### src/spls_pkg.sv
// constants and types shared by the serial port link sequencer
`default_nettype none
package spls_pkg;
   // ----------------------------------------
   // geometry
   // ----------------------------------------
   localparam int unsigned NUM_PORTS = 4;
   localparam int unsigned PORT_W    = 2;
   localparam int unsigned PKT_W     = 8;
   localparam int unsigned SET_W     = 16;
   localparam int unsigned IRQ_W     = 3;

   // ----------------------------------------
   // register byte offsets
   // ----------------------------------------
   localparam logic [7:0] ADDR_CTRL    = 8'h00;
   localparam logic [7:0] ADDR_PKTCFG  = 8'h04;
   localparam logic [7:0] ADDR_STATUS  = 8'h08;
   localparam logic [7:0] ADDR_IRQSTAT = 8'h0C;
   localparam logic [7:0] ADDR_IRQMASK = 8'h10;
   localparam logic [3:0] PAGE_PARAMS  = 4'h2;
   localparam logic [3:0] PAGE_TMO     = 4'h3;

   // ----------------------------------------
   // field positions
   // ----------------------------------------
   localparam int unsigned CTRL_START = 0;
   localparam int unsigned CTRL_PAUSE = 1;
   localparam int unsigned CTRL_ABORT = 2;
   localparam int unsigned CTRL_AUTO  = 3;
   localparam int unsigned CTRL_PORT  = 4;
   localparam int unsigned CTRL_W     = 6;
   localparam int unsigned PKTCFG_RX  = 8;
   localparam int unsigned PKTCFG_W   = 9;
   localparam int unsigned ST_ACT     = 0;
   localparam int unsigned ST_ERR     = 1;
   localparam int unsigned ST_DONE    = 2;
   localparam int unsigned ST_WAIT    = 3;
   localparam int unsigned ST_PKT     = 8;
   localparam int unsigned ST_READY   = 16;
   localparam int unsigned ST_FIN     = 20;
   localparam int unsigned IRQ_DONE   = 0;
   localparam int unsigned IRQ_ERR    = 1;
   localparam int unsigned IRQ_HALT   = 2;

   // ----------------------------------------
   // reset values
   // ----------------------------------------
   localparam logic [15:0] PARAM_RESET = 16'h0000;
   localparam logic [15:0] TMO_RESET   = 16'h0032;

   // ----------------------------------------
   // timing
   // ----------------------------------------
   localparam int unsigned CLK_PERIOD_NS   = 100;
   localparam int unsigned TMO_UNIT_NS     = 10_000_000;
   localparam int unsigned TMO_TICK_CYCLES = TMO_UNIT_NS / CLK_PERIOD_NS;

   typedef enum logic [1:0] {ST_IDLE, ST_STANDBY, ST_SEND, ST_RECV} spls_state_t;
endpackage
`default_nettype wire

### src/spls_reset_sync.sv
// two-stage release of the asynchronous reset
`timescale 1ns/1ps
`default_nettype none
module spls_reset_sync (
   // clock and raw reset
   input  wire logic mclk,
   input  wire logic reset_n,
   // released reset
   output logic      rstSyncN
);
   typedef struct packed {
      logic stage1;
      logic stage2;
   } spls_rsync_t;

   spls_rsync_t q;
   spls_rsync_t d;

   always_comb begin
      d.stage1 = 1'b1;
      d.stage2 = q.stage1;
   end

   always_ff @(posedge mclk or negedge reset_n) begin
      if (!reset_n) begin
         q <= '0;
      end else begin
         q <= d;
      end
   end

   assign rstSyncN = q.stage2;
endmodule // spls_reset_sync
`default_nettype wire

### src/spls_rx_timer.sv
// reply timeout counter in 0.01 s units
`timescale 1ns/1ps
`default_nettype none
module spls_rx_timer #(
   parameter int unsigned TICK_CYCLES = spls_pkg::TMO_TICK_CYCLES
) (
   // clock and reset
   input  wire logic       mclk,
   input  wire logic       rstSyncN,
   // control
   input  wire logic       run,
   input  wire logic [7:0] limit,
   // result
   output logic            expired
);
   localparam int unsigned PW = $clog2(TICK_CYCLES + 1);

   typedef struct packed {
      logic [PW-1:0] presc;
      logic [7:0]    units;
      logic          expired;
   } spls_timer_t;

   spls_timer_t q;
   spls_timer_t d;

   if (TICK_CYCLES < 1) begin : g_chk
      $error("tick length must be at least one cycle");
   end

   always_comb begin
      d = q;
      if (!run) begin
         d = '0;
      end else begin
         if (q.presc == PW'(TICK_CYCLES - 1)) begin
            d.presc = '0;
            if (q.units != 8'hFF) begin
               d.units = q.units + 8'h01;
            end
         end else begin
            d.presc = q.presc + PW'(1);
         end
         d.expired = (q.units >= limit);
      end
   end

   always_ff @(posedge mclk or negedge rstSyncN) begin
      if (!rstSyncN) begin
         q <= '0;
      end else begin
         q <= d;
      end
   end

   assign expired = q.expired;
endmodule // spls_rx_timer
`default_nettype wire

### src/spls_top.sv
// serial port link sequencer with register slave
//
// Local design decisions: the register addresses and register access over AHB-Lite.
`timescale 1ns/1ps
`default_nettype none
// Notes on behaviour
// [RULE1] start on rising edge, pause and abort low
// [RULE2] free port: take it, ready low, send
// [RULE3] busy port: standby, then start at once
// [RULE4] pause: finish data, then release port; in ST_RECV the code releases the port at once without waiting for the reply
// [RULE5] abort: cut transfer, release port at once
// [RULE6] acting high during whole transaction
// [RULE7] packet ends with error: done and error
// [RULE8] packet ends cleanly: done only
// [RULE9] ready low during transaction, high after
// [RULE10] ready rise restarts, packets wrap cyclically
// [RULE11] four ports each own their signal set
// [RULE12] many peripherals may share one port
// [RULE13] finished flag set on completed transaction
// [RULE14] timeout low byte, 0.01 s units, default 50
// [RULE15] new packet clears done and error
module spls_top #(
   parameter int unsigned TICK_CYCLES = spls_pkg::TMO_TICK_CYCLES
) (
   // clock and reset
   input  wire logic        mclk,
   input  wire logic        reset_n,
   // ahb-lite slave
   input  wire logic        hsel,
   input  wire logic [31:0] haddr,
   input  wire logic [1:0]  htrans,
   input  wire logic        hwrite,
   input  wire logic [2:0]  hsize,
   input  wire logic [31:0] hwdata,
   input  wire logic        hready,
   output logic [31:0]      hrdata,
   output logic             hreadyout,
   output logic             hresp,
   // port sharing
   input  wire logic [3:0]  otherHold,
   output logic [3:0]       portReady,
   output logic [3:0]       portFinished,
   // serial engine
   output logic             linkStart,
   output logic             linkAbort,
   output logic [1:0]       linkPort,
   output logic [7:0]       linkPacket,
   output logic             linkRecv,
   output logic [15:0]      linkParams,
   input  wire logic        linkTxDone,
   input  wire logic        linkRxDone,
   input  wire logic        linkRxError,
   // indications
   output logic             acting,
   output logic             errorInd,
   output logic             doneInd,
   output logic             irq
);
   typedef struct packed {
      spls_pkg::spls_state_t         state;
      logic [1:0]                    holdPort;
      logic                          hold;
      logic [spls_pkg::CTRL_W-1:0]   ctrl;
      logic [spls_pkg::PKTCFG_W-1:0] pktCfg;
      logic [3:0][15:0]              params;
      logic [3:0][15:0]              tmo;
      logic [spls_pkg::IRQ_W-1:0]    irqStat;
      logic [spls_pkg::IRQ_W-1:0]    irqMask;
      logic                          startPrev;
      logic                          readyPrev;
      logic [7:0]                    pktIdx;
      logic                          done;
      logic                          err;
      logic                          acting;
      logic [3:0]                    ready;
      logic [3:0]                    finished;
      logic                          linkStart;
      logic                          linkAbort;
      logic [15:0]                   linkParams;
      logic                          irq;
      logic [31:0]                   hrdata;
      logic                          hreadyout;
      logic                          aWrite;
      logic [7:0]                    aAddr;
   } spls_regs_t;

   spls_regs_t q;
   spls_regs_t d;
   logic       rstSyncN;
   logic       tmoExpired;
   logic       accept;
   logic       startEdge;
   logic       autoEdge;
   logic       trigger;
   logic       pauseBit;
   logic       abortBit;
   logic [1:0] selPort;

   // ----------------------------------------
   // reset and reply timer
   // ----------------------------------------
   spls_reset_sync u_rst (
      .mclk     (mclk),
      .reset_n  (reset_n),
      .rstSyncN (rstSyncN)
   );

   spls_rx_timer #(.TICK_CYCLES(TICK_CYCLES)) u_tmr (
      .mclk     (mclk),
      .rstSyncN (rstSyncN),
      .run      (q.state == spls_pkg::ST_RECV),
      .limit    (q.tmo[q.holdPort][7:0]), // RULE14
      .expired  (tmoExpired)
   );

   // ----------------------------------------
   // sequencer and register file
   // ----------------------------------------
   assign pauseBit  = q.ctrl[spls_pkg::CTRL_PAUSE];
   assign abortBit  = q.ctrl[spls_pkg::CTRL_ABORT];
   assign selPort   = q.ctrl[spls_pkg::CTRL_PORT +: 2];
   assign accept    = hsel && htrans[1] && hready;
   assign startEdge = q.ctrl[spls_pkg::CTRL_START] && !q.startPrev;
   assign autoEdge  = q.ctrl[spls_pkg::CTRL_AUTO] && q.ready[selPort] && !q.readyPrev; // RULE10
   assign trigger   = (startEdge || autoEdge) && !pauseBit && !abortBit; // RULE1

   always_comb begin
      logic [spls_pkg::IRQ_W-1:0] irqSet;
      logic [spls_pkg::IRQ_W-1:0] irqClr;
      logic                       take;
      logic                       finish;
      logic                       finErr;
      logic                       drop;
      irqSet  = '0;
      irqClr  = '0;
      take    = 1'b0;
      finish  = 1'b0;
      finErr  = 1'b0;
      drop    = 1'b0;
      d = q;
      d.linkStart = 1'b0;
      d.linkAbort = 1'b0;
      d.startPrev = q.ctrl[spls_pkg::CTRL_START];
      d.readyPrev = q.ready[selPort];

      unique case (q.state)
         spls_pkg::ST_IDLE: begin
            if (trigger) begin
               d.holdPort = selPort;
               if (!otherHold[selPort]) begin
                  take = 1'b1; // RULE2
               end else begin
                  d.state = spls_pkg::ST_STANDBY; // RULE3
               end
            end
         end
         spls_pkg::ST_STANDBY: begin
            if (abortBit) begin
               d.state = spls_pkg::ST_IDLE;
               irqSet[spls_pkg::IRQ_HALT] = 1'b1;
            end else if (!otherHold[q.holdPort]) begin
               take = 1'b1; // RULE3
            end
         end
         spls_pkg::ST_SEND: begin
            if (abortBit) begin
               d.linkAbort = 1'b1; // RULE5
               drop = 1'b1;
            end else if (linkTxDone) begin
               if (pauseBit) begin
                  drop = 1'b1; // RULE4
               end else if (q.pktCfg[spls_pkg::PKTCFG_RX]) begin
                  d.state = spls_pkg::ST_RECV;
               end else begin
                  finish = 1'b1;
               end
            end
         end
         spls_pkg::ST_RECV: begin
            if (abortBit) begin
               d.linkAbort = 1'b1; // RULE5
               drop = 1'b1;
            end else if (linkRxDone) begin
               finish = 1'b1;
               finErr = linkRxError;
            end else if (tmoExpired) begin
               finish = 1'b1; // RULE14
               finErr = 1'b1;
            end else if (pauseBit) begin
               drop = 1'b1; // RULE4
            end
         end
      endcase

      if (take) begin
         d.state      = spls_pkg::ST_SEND;
         d.hold       = 1'b1; // RULE2
         d.linkStart  = 1'b1;
         d.linkParams = q.params[d.holdPort];
         d.done       = 1'b0; // RULE15
         d.err        = 1'b0; // RULE15
         d.finished[d.holdPort] = 1'b0;
      end
      if (drop) begin
         d.state = spls_pkg::ST_IDLE;
         d.hold  = 1'b0; // RULE9
         irqSet[spls_pkg::IRQ_HALT] = 1'b1;
      end
      if (finish) begin
         d.state = spls_pkg::ST_IDLE;
         d.hold  = 1'b0; // RULE9
         d.done  = 1'b1; // RULE8
         d.err   = finErr; // RULE7
         d.finished[q.holdPort] = 1'b1; // RULE13
         d.pktIdx = (q.pktIdx == q.pktCfg[7:0]) ? 8'h00 : q.pktIdx + 8'h01; // RULE10
         irqSet[spls_pkg::IRQ_DONE] = 1'b1;
         irqSet[spls_pkg::IRQ_ERR]  = finErr;
      end
      d.acting = (d.state == spls_pkg::ST_SEND) || (d.state == spls_pkg::ST_RECV); // RULE6

      // per-port ready flags
      for (int p = 0; p < spls_pkg::NUM_PORTS; p++) begin
         d.ready[p] = !otherHold[p] && !(d.hold && d.holdPort == 2'(p)); // RULE11
      end

      // bus address phase and read data
      d.hreadyout = 1'b1;
      d.aWrite    = accept && hwrite && (hsize == 3'b010) && (haddr[31:8] == 24'h00_0000);
      d.aAddr     = haddr[7:0];
      if (accept && !hwrite) begin
         d.hrdata = 32'h0000_0000;
         if (haddr[31:8] == 24'h00_0000) begin
            if (haddr[7:0] == spls_pkg::ADDR_CTRL) begin
               d.hrdata[spls_pkg::CTRL_W-1:0] = q.ctrl;
            end else if (haddr[7:0] == spls_pkg::ADDR_PKTCFG) begin
               d.hrdata[spls_pkg::PKTCFG_W-1:0] = q.pktCfg;
            end else if (haddr[7:0] == spls_pkg::ADDR_STATUS) begin
               d.hrdata[spls_pkg::ST_ACT]      = q.acting;
               d.hrdata[spls_pkg::ST_ERR]      = q.err;
               d.hrdata[spls_pkg::ST_DONE]     = q.done;
               d.hrdata[spls_pkg::ST_WAIT]     = (q.state == spls_pkg::ST_STANDBY);
               d.hrdata[spls_pkg::ST_PKT +: 8] = q.pktIdx;
               d.hrdata[spls_pkg::ST_READY +: 4] = q.ready;
               d.hrdata[spls_pkg::ST_FIN +: 4]   = q.finished;
            end else if (haddr[7:0] == spls_pkg::ADDR_IRQSTAT) begin
               d.hrdata[spls_pkg::IRQ_W-1:0] = q.irqStat;
               irqClr = q.irqStat;
            end else if (haddr[7:0] == spls_pkg::ADDR_IRQMASK) begin
               d.hrdata[spls_pkg::IRQ_W-1:0] = q.irqMask;
            end else if (haddr[7:4] == spls_pkg::PAGE_PARAMS) begin
               d.hrdata[15:0] = q.params[haddr[3:2]];
            end else if (haddr[7:4] == spls_pkg::PAGE_TMO) begin
               d.hrdata[15:0] = q.tmo[haddr[3:2]];
            end
         end
      end

      // bus data phase writes
      if (q.aWrite) begin
         if (q.aAddr == spls_pkg::ADDR_CTRL) begin
            d.ctrl = hwdata[spls_pkg::CTRL_W-1:0];
         end else if (q.aAddr == spls_pkg::ADDR_PKTCFG) begin
            d.pktCfg = hwdata[spls_pkg::PKTCFG_W-1:0];
         end else if (q.aAddr == spls_pkg::ADDR_IRQMASK) begin
            d.irqMask = hwdata[spls_pkg::IRQ_W-1:0];
         end else if (q.aAddr[7:4] == spls_pkg::PAGE_PARAMS) begin
            d.params[q.aAddr[3:2]] = hwdata[15:0];
         end else if (q.aAddr[7:4] == spls_pkg::PAGE_TMO) begin
            d.tmo[q.aAddr[3:2]] = hwdata[15:0];
         end
      end

      // sticky events, set wins over read clear
      d.irqStat = (q.irqStat & ~irqClr) | irqSet;
      d.irq     = |(d.irqStat & d.irqMask);
   end

   always_ff @(posedge mclk or negedge rstSyncN) begin
      if (!rstSyncN) begin
         q        <= '0;
         q.ready  <= 4'hF;
         q.readyPrev <= 1'b1;
         q.params <= {4{spls_pkg::PARAM_RESET}};
         q.tmo    <= {4{spls_pkg::TMO_RESET}}; // RULE14
      end else begin
         q <= d;
      end
   end

   // ----------------------------------------
   // outputs
   // ----------------------------------------
   assign hrdata       = q.hrdata;
   assign hreadyout    = q.hreadyout;
   assign hresp        = q.aWrite && 1'b0;
   assign portReady    = q.ready;
   assign portFinished = q.finished;
   assign linkStart    = q.linkStart;
   assign linkAbort    = q.linkAbort;
   assign linkPort     = q.holdPort;
   assign linkPacket   = q.pktIdx;
   assign linkRecv     = q.pktCfg[spls_pkg::PKTCFG_RX];
   assign linkParams   = q.linkParams;
   assign acting       = q.acting;
   assign errorInd     = q.err;
   assign doneInd      = q.done;
   assign irq          = q.irq;

   // ----------------------------------------
   // checks
   // ----------------------------------------
   AST_START_GUARD: assert property (@(posedge mclk) disable iff (!rstSyncN) // RULE1
      (q.state == spls_pkg::ST_IDLE) ##1 (q.state != spls_pkg::ST_IDLE)
      |-> $past(trigger)) else $error("sequence left idle without a clean start edge");
   AST_TAKE_READY: assert property (@(posedge mclk) disable iff (!rstSyncN) // RULE2
      $rose(acting) |-> !portReady[linkPort] && linkStart) else $error("port taken but ready flag still high");
   AST_STANDBY_GO: assert property (@(posedge mclk) disable iff (!rstSyncN) // RULE3
      (q.state == spls_pkg::ST_STANDBY && !otherHold[q.holdPort] && !abortBit)
      |=> acting) else $error("standby did not start when port freed");
   AST_PAUSE_HOLD: assert property (@(posedge mclk) disable iff (!rstSyncN) // RULE4
      (q.state == spls_pkg::ST_SEND && pauseBit && !abortBit && !linkTxDone)
      |=> q.state == spls_pkg::ST_SEND) else $error("pause cut data in progress");
   AST_ABORT_NOW: assert property (@(posedge mclk) disable iff (!rstSyncN) // RULE5
      (acting && abortBit) |=> !acting && linkAbort && !q.hold) else $error("abort did not release at once");
   AST_ACT_LEVEL: assert property (@(posedge mclk) disable iff (!rstSyncN) // RULE6
      acting |-> q.hold && !portReady[linkPort]) else $error("acting without holding the port");
   AST_ERR_DONE: assert property (@(posedge mclk) disable iff (!rstSyncN) // RULE7
      (q.state == spls_pkg::ST_RECV && !abortBit && !linkRxDone && tmoExpired)
      |=> doneInd && errorInd) else $error("timeout did not raise done and error");
   AST_OK_DONE: assert property (@(posedge mclk) disable iff (!rstSyncN) // RULE8
      (q.state == spls_pkg::ST_RECV && !abortBit && linkRxDone && !linkRxError)
      |=> doneInd && !errorInd && !acting) else $error("clean packet end misreported");
   AST_READY_BACK: assert property (@(posedge mclk) disable iff (!rstSyncN) // RULE9
      ($fell(acting) && !$past(otherHold[linkPort])) |-> portReady[linkPort])
      else $error("ready flag not restored after transaction");
   AST_WRAP: assert property (@(posedge mclk) disable iff (!rstSyncN) // RULE10
      ($rose(doneInd) && $past(linkPacket) == q.pktCfg[7:0]) |-> linkPacket == 8'h00)
      else $error("packet index did not wrap");
   AST_FINISHED: assert property (@(posedge mclk) disable iff (!rstSyncN) // RULE13
      $rose(doneInd) |-> portFinished[linkPort]) else $error("finished flag not set");
   AST_CLEAR: assert property (@(posedge mclk) disable iff (!rstSyncN) // RULE15
      $rose(acting) |-> !doneInd && !errorInd) else $error("done or error kept into new packet");
endmodule // spls_top
`default_nettype wire

### config.mk
export PLATFORM = sky130hd
export DESIGN_NAME = spls_top
export DESIGN_NICKNAME = d
export VERILOG_FILES = /design/src/spls_pkg.sv /design/src/spls_reset_sync.sv /design/src/spls_rx_timer.sv /design/src/spls_top.sv
export SDC_FILE = /design/constraint.sdc
export NUM_CORES = 1
export LEC_CHECK = 0
export ABC_AREA = 1
export BUFFER_PORTS_ARGS = -buffer_cell sky130_fd_sc_hd__buf_2
export CORE_AREA = 5 5 161 163
export CTS_CLUSTER_DIAMETER = 120
export DETAILED_ROUTE_END_ITERATION = 8
export DIE_AREA = 0 0 166 168
export GPL_ROUTABILITY_DRIVEN = 0
export PLACE_DENSITY_LB_ADDON = 0.15
export SETUP_SLACK_MARGIN = 0.1
export SYNTH_ARGS = -nofsm -noshare
export SYNTH_HDL_FRONTEND = slang
export SYNTH_SLANG_ARGS = --single-unit
### constraint.sdc
create_clock -name mclk -period 14.6 [get_ports mclk]
set_input_delay 0.73 -clock mclk [delete_from_list [all_inputs] [get_ports mclk]]
set_output_delay 0.73 -clock mclk [all_outputs]
set_load 0.005 [all_outputs]
After elaboration in Yosys (flattened, before gate mapping)
Cells that the tools add are included.

Register bits: 256. Input port bits: 81.

Add/sub/neg operators: 3. Magnitude comparators: 9. Equal/unequal tests: 24. Muxes and demuxes: 106. Bitwise logic cells: 11. Reductions and logical operators: 50.

Operators by type and width (number): 16-bit two-way mux (13); 16-bit binary-select mux with 2-bit select (4); 64-bit bitwise mux (2); 8-bit two-way mux (6); 3-bit two-way mux (12); 16-bit demux with 2-bit select (1); 1-bit two-way mux (32); 13-bit two-way mux (2); 2-bit two-way mux (13); 26-bit two-way mux (1); 24-bit zero test (1); 24-bit two-way mux (1); 1-bit logical AND (22); 18-bit two-way mux (1); 17-bit by 1-bit adder with 17-bit output (second input constant) (1); 17-bit == test (second input constant) (1); 17-bit two-way mux (1); 8-bit by 1-bit adder with 8-bit output (second input constant) (2); 4-bit by 2-bit == test with 1-bit output (second input constant) (4); 8-bit by 3-bit == test with 1-bit output (second input constant) (2); 8-bit by 4-bit == test with 1-bit output (second input constant) (2); 8-bit by 5-bit == test with 1-bit output (second input constant) (2); 8-bit zero test (2); 4-bit two-way mux (4); 34 further kinds (71).

Logic depth before layout (Yosys ltp)
Depth after elaboration: 18. Mapped depth: 14. Gate-level depth less buffers: 13.

By module
From an unflattened synthesis, not the netlist that was laid out.

Cells, all modules: 1650. Area, all modules: 13155.1 µm².

By module, submodules not included: spls_top (instances 1, cells each 1412, area each 11419.7 µm²); spls_rx_timer (instances 1, cells each 235, area each 1681.6 µm²); spls_reset_sync (instances 1, cells each 3, area each 53.8 µm²).

Least setup slack after synthesis
No wires, ideal clock.

Path kind: input-to-reg. From: input port haddr[7]. To: register q, in the netlist hrdata[0]. Data arrival time: 1888 ps. Setup slack: 12595 ps. Cell stages on the path: 11. Path through: nor2_1 > and3b_1 > nand2_1 > nor2_4 > clkinv_1 > nor2_1 > a21oi_1 > nand2_1 > nand2_1 > nand2_1 > nand2_1.

Word-level cells in the longest chain between the ends: 16. Elaborated cells between the ends (all ways): 22. Classes of those cells: eq/ne: 6; mux: 15; reduce/logical: 1.

Ends and longest elaborated chain: from (decl) (RTL line spls_top.sv:30) `input wire logic [31:0] haddr,`; 4-bit by 2-bit == test with 1-bit output (RTL line spls_top.sv:252) `end else if (haddr[7:4] == spls_pkg::PAGE_TMO) begin`; 16-bit two-way mux (RTL line spls_top.sv:252); 16-bit two-way mux (RTL line spls_top.sv:250) `end else if (haddr[7:4] == spls_pkg::PAGE_PARAMS) begin`; 16-bit two-way mux (RTL line spls_top.sv:248) `end else if (haddr[7:0] == spls_pkg::ADDR_IRQMASK) begin`; 16-bit two-way mux (RTL line spls_top.sv:245) `end else if (haddr[7:0] == spls_pkg::ADDR_IRQSTAT) begin`; 16-bit two-way mux (RTL line spls_top.sv:237) `end else if (haddr[7:0] == spls_pkg::ADDR_STATUS) begin`; 16-bit two-way mux (RTL line spls_top.sv:235) `end else if (haddr[7:0] == spls_pkg::ADDR_PKTCFG) begin`; 16-bit two-way mux (RTL line spls_top.sv:233) `if (haddr[7:0] == spls_pkg::ADDR_CTRL) begin`; 16-bit two-way mux (RTL line spls_top.sv:232) `if (haddr[31:8] == 24'h00_0000) begin`; 16-bit two-way mux (RTL line spls_top.sv:230) `if (accept && !hwrite) begin`; 3-bit two-way mux (RTL line spls_top.sv:248); 3-bit two-way mux (RTL line spls_top.sv:245); 4-bit two-way mux (RTL line spls_top.sv:237); 9-bit two-way mux (RTL line spls_top.sv:235); 6-bit two-way mux * (RTL line spls_top.sv:233); 24-bit two-way mux * (RTL line spls_top.sv:232); to (decl) (RTL line spls_top.sv:87) `spls_regs_t q;`.

Mark *: on every way between the ends. The rest lies on a longest branch, timed or not. The select of a mux whose other input is x is not followed. A chain may end at the register's enable or synchronous reset.

Worst setup path after layout
From: input port hready. To: register q, in the netlist hrdata[15].

Word-level cells in the longest chain between the ends: 2.

Ends and longest elaborated chain: from (decl) (RTL line spls_top.sv:35) `input wire logic hready,`; 1-bit logical AND (RTL line spls_top.sv:122) `assign accept = hsel && htrans[1] && hready;`; 1-bit logical AND (RTL line spls_top.sv:230).

Every way passes these cells.

==> flow_summary.json <==
{
  "status": "complete, no violations",
  "yosysUniqueCellTypes": 51,
  "grt_usage_pct": 26.3,
  "grt_max_degree": 189,
  "die_area_um2": 27900,
  "drive_gt1_share_pct": 14.6,
  "period_share_pct": 18.7,
  "drt_iter0_markers": 1151,
  "synth_edf_count": 0,
  "via_count": 11200,
  "critPathMaxFanout": 25,
  "post_cts_buffers": 0,
  "clkSinkCount": 256,
  "fin_tns_setup_ns": 0,
  "die_h_um": 168,
  "relSlewSlack_pct": 22.9,
  "remaining_drc_errors": 0,
  "required_ns": 15.06,
  "regArea_um2": 6430,
  "hold_viol_final": 0,
  "hpwlAfterDp_um": 24300,
  "path_cells": "buf_2 -> nand3_1 -> nor2_1 -> inv_1 -> nor2_1 -> inv_1 -> nor2_2 -> o21ai_0 -> o21ai_1",
  "ys_seq_elements": 256,
  "worst_slew_pin_slew_ns": 1.15,
  "final-max-slew-violation-count": 0,
  "power_mw": 1.58,
  "hp-class": "in2reg",
  "whs_ns": 0.308,
  "syn_avg_cell_area_um2": 8.15,
  "ir_drop_mv": 0.0807,
  "p_leak_nw": 7.35,
  "final_common_cell": "nand2_1",
  "rsz0062_at_grt": "no",
  "synthFlopType": "dfrtp_1",
  "synth_area_um2": 12900,
  "grt-ovfl-total": 0,
  "maxCapViolations": 0,
  "final-setup-viol-count": 0,
  "start_util_pct": 53.2,
  "die_w_um": 166,
  "fmax_mhz": 366,
  "slowest_stage": "nor2_1",
  "powerDensity_nw_per_um2": 111,
  "cts_tree": "built",
  "grt_pass1_vias": 10600,
  "async_flop_share_pct": 100,
  "areaGrowthSynthToFinish_pct": 11.1,
  "post_cts_resized": 0,
  "nFillCells": 2180,
  "crit_type": "in2reg",
  "num_rows": 57,
  "crit_path_end_kind": "flip-flop",
  "slowest_delay_ns": 0.93,
  "port_buffers": 129,
  "clock_path_buffers": 3,
  "final_cell_mix": "467 x nand2_1, 238 x dfrtp_1, 181 x o21ai_0, 129 x buf_2",
  "clk_pin_slew_ns": 0.06,
  "cts_made_buffers": 28,
  "nNetsFinal": 1718,
  "insertion_delay_ns": 0.55,
  "wl_per_cell_um": 18.9,
  "synthCells": 1579,
  "yosys_warnings": 0,
  "arrival_ns": 3.19,
  "antenna_cells": 0,
  "min_period_ns": 2.73,
  "multi_input_area_um2": 5230,
  "ys_seq_area_share_pct": 50.0,
  "antenna_found_initial": 1,
  "grt_pass1_wl_um": 59300,
  "dr.pass1.iters": 5,
  "drtAntennaViolNets": 0,
  "wl_um": 37300,
  "ctsHoldBuffers": 1,
  "ioPinCount": 156,
  "core-area_um2": 24200,
  "htreeDepth": 1,
  "finClkSkew_ns": 0.0162,
  "viasPerCell": 5.69,
  "cp-start-kind": "primary input",
  "clock_tree.root_cell": "clkbuf_16"
}
## state kept, by name, summed over array words and instances (netlist names)
name            flops
linkPort            2
abortBit            1
hreadyout           1
d                   1
pauseBit            1
hrdata             24
acting              1
q                 159
u_rst.d             1
linkStart           1
linkParams         16
doneInd             1
errorInd            1
irq                 1
u_tmr.expired       1
linkAbort           1
linkPacket          8
portReady           4
u_tmr.q            25
u_rst.rstSyncN      1
portFinished        4
linkRecv            1
## per-layer routing
| metal | share of wire (%) | track usage [%] | vias up |
|---|---|---|---|
| li1 | - | - | 5283 |
| met3 | 8.7 | 5.32 | 97 |
| met5 | 0.035 | 0 | - |
| met2 | 45 | 42.4 | 532 |
| met1 | 43 | 36.0 | 5309 |
| met4 | 3.5 | 8.90 | 2 |
## worst max-delay path, delay by kind of cell
kind,cells,cell delay [ns]
and+or+nand+nor,4,1.42
buffers and inverters,3,0.75
AOI/OAI and AO/OA,2,0.27
## power breakdown
group / internal, mW / switching (mW) / total, mW / leakage, nW
clock network: 0.514 / 0.289 / 0.803 / 0.533
logic: 0.0151 / 0.0447 / 0.0597 / 4.07
registers: 0.713 / 0.00493 / 0.718 / 2.76
total: 1.24 / 0.339 / 1.58 / 7.35
## path summary, 6_finish.rpt
path / slack [ns] / to / start / cells past startpoint
worst min-delay path: 0.31 / q[7] / haddr[7] / 1
max in group asynchronous: 12.58 / linkAbort / u_rst.rstSyncN / 1
min in group asynchronous: 0.45 / hreadyout / u_rst.rstSyncN / 0
worst max-delay path: 11.87 / hrdata[15] / hready / 9
worst min register to register: 0.35 / u_rst.rstSyncN / u_rst.d[0] / 0
worst max register to register: 11.91 / q[234] / linkPort[0] / 7
## layout make-up
class	instances	area share, %
clock buffer	36	5.68
clock inverter	15	1.78
inverter	109	2.86
multi-input combinational	1091	36.6
sequential	256	45.0
tap	324	2.84
timing repair buffer	140	5.20
## per-stage QoR
stage / worst slack (ns) / cell area, um2 / util (%) / std cells
floorplan: 6.97 / 12900 / - / 1588
global placement: 11.40 / 13200 / 54.6 / 1919
detailed placement: 11.39 / 13200 / 54.6 / 1919
CTS: 11.90 / 14300 / 59.1 / 1971
global route: 11.63 / 14300 / 59.1 / 1971
finish: 11.87 / 14300 / 59.1 / 1971
## cells in the mapped netlist, drive strengths merged, types with 6 or more instances
master / count / area, um2
nand2: 471 / 1780
dfrtp: 239 / 5980
o21ai: 200 / 1010
buf: 112 / 753
inv: 107 / 402
nor2: 102 / 403
nand3: 101 / 518
a21oi: 32 / 160
o22ai: 28 / 175
nand4: 23 / 150
clkbuf: 20 / 76.3
a22oi: 18 / 135
dfstp: 17 / 447
nor3: 15 / 90.1
ha: 11 / 138
or2: 9 / 56.3
a221oi: 8 / 70.1
a32o: 8 / 80.1
o211ai: 7 / 52.6
xnor2: 7 / 61.3
nand3b: 6 / 45.0
## cell families (layout without fill, tap and decap cells)
group	Yosys count	count (layout)	share of synthesized area, %
AND/OR/NAND/NOR	736	736	24.1
AO/OA/AOI/OAI	321	321	14.4
flip-flops	256	256	50.0
buffers and inverters	241	300	9.63
XOR/XNOR	12	12	0.817
adder cells (fa/ha/maj)	11	11	1.07
other	2	11	0.0584
Power figures use the tool's default switching activity.
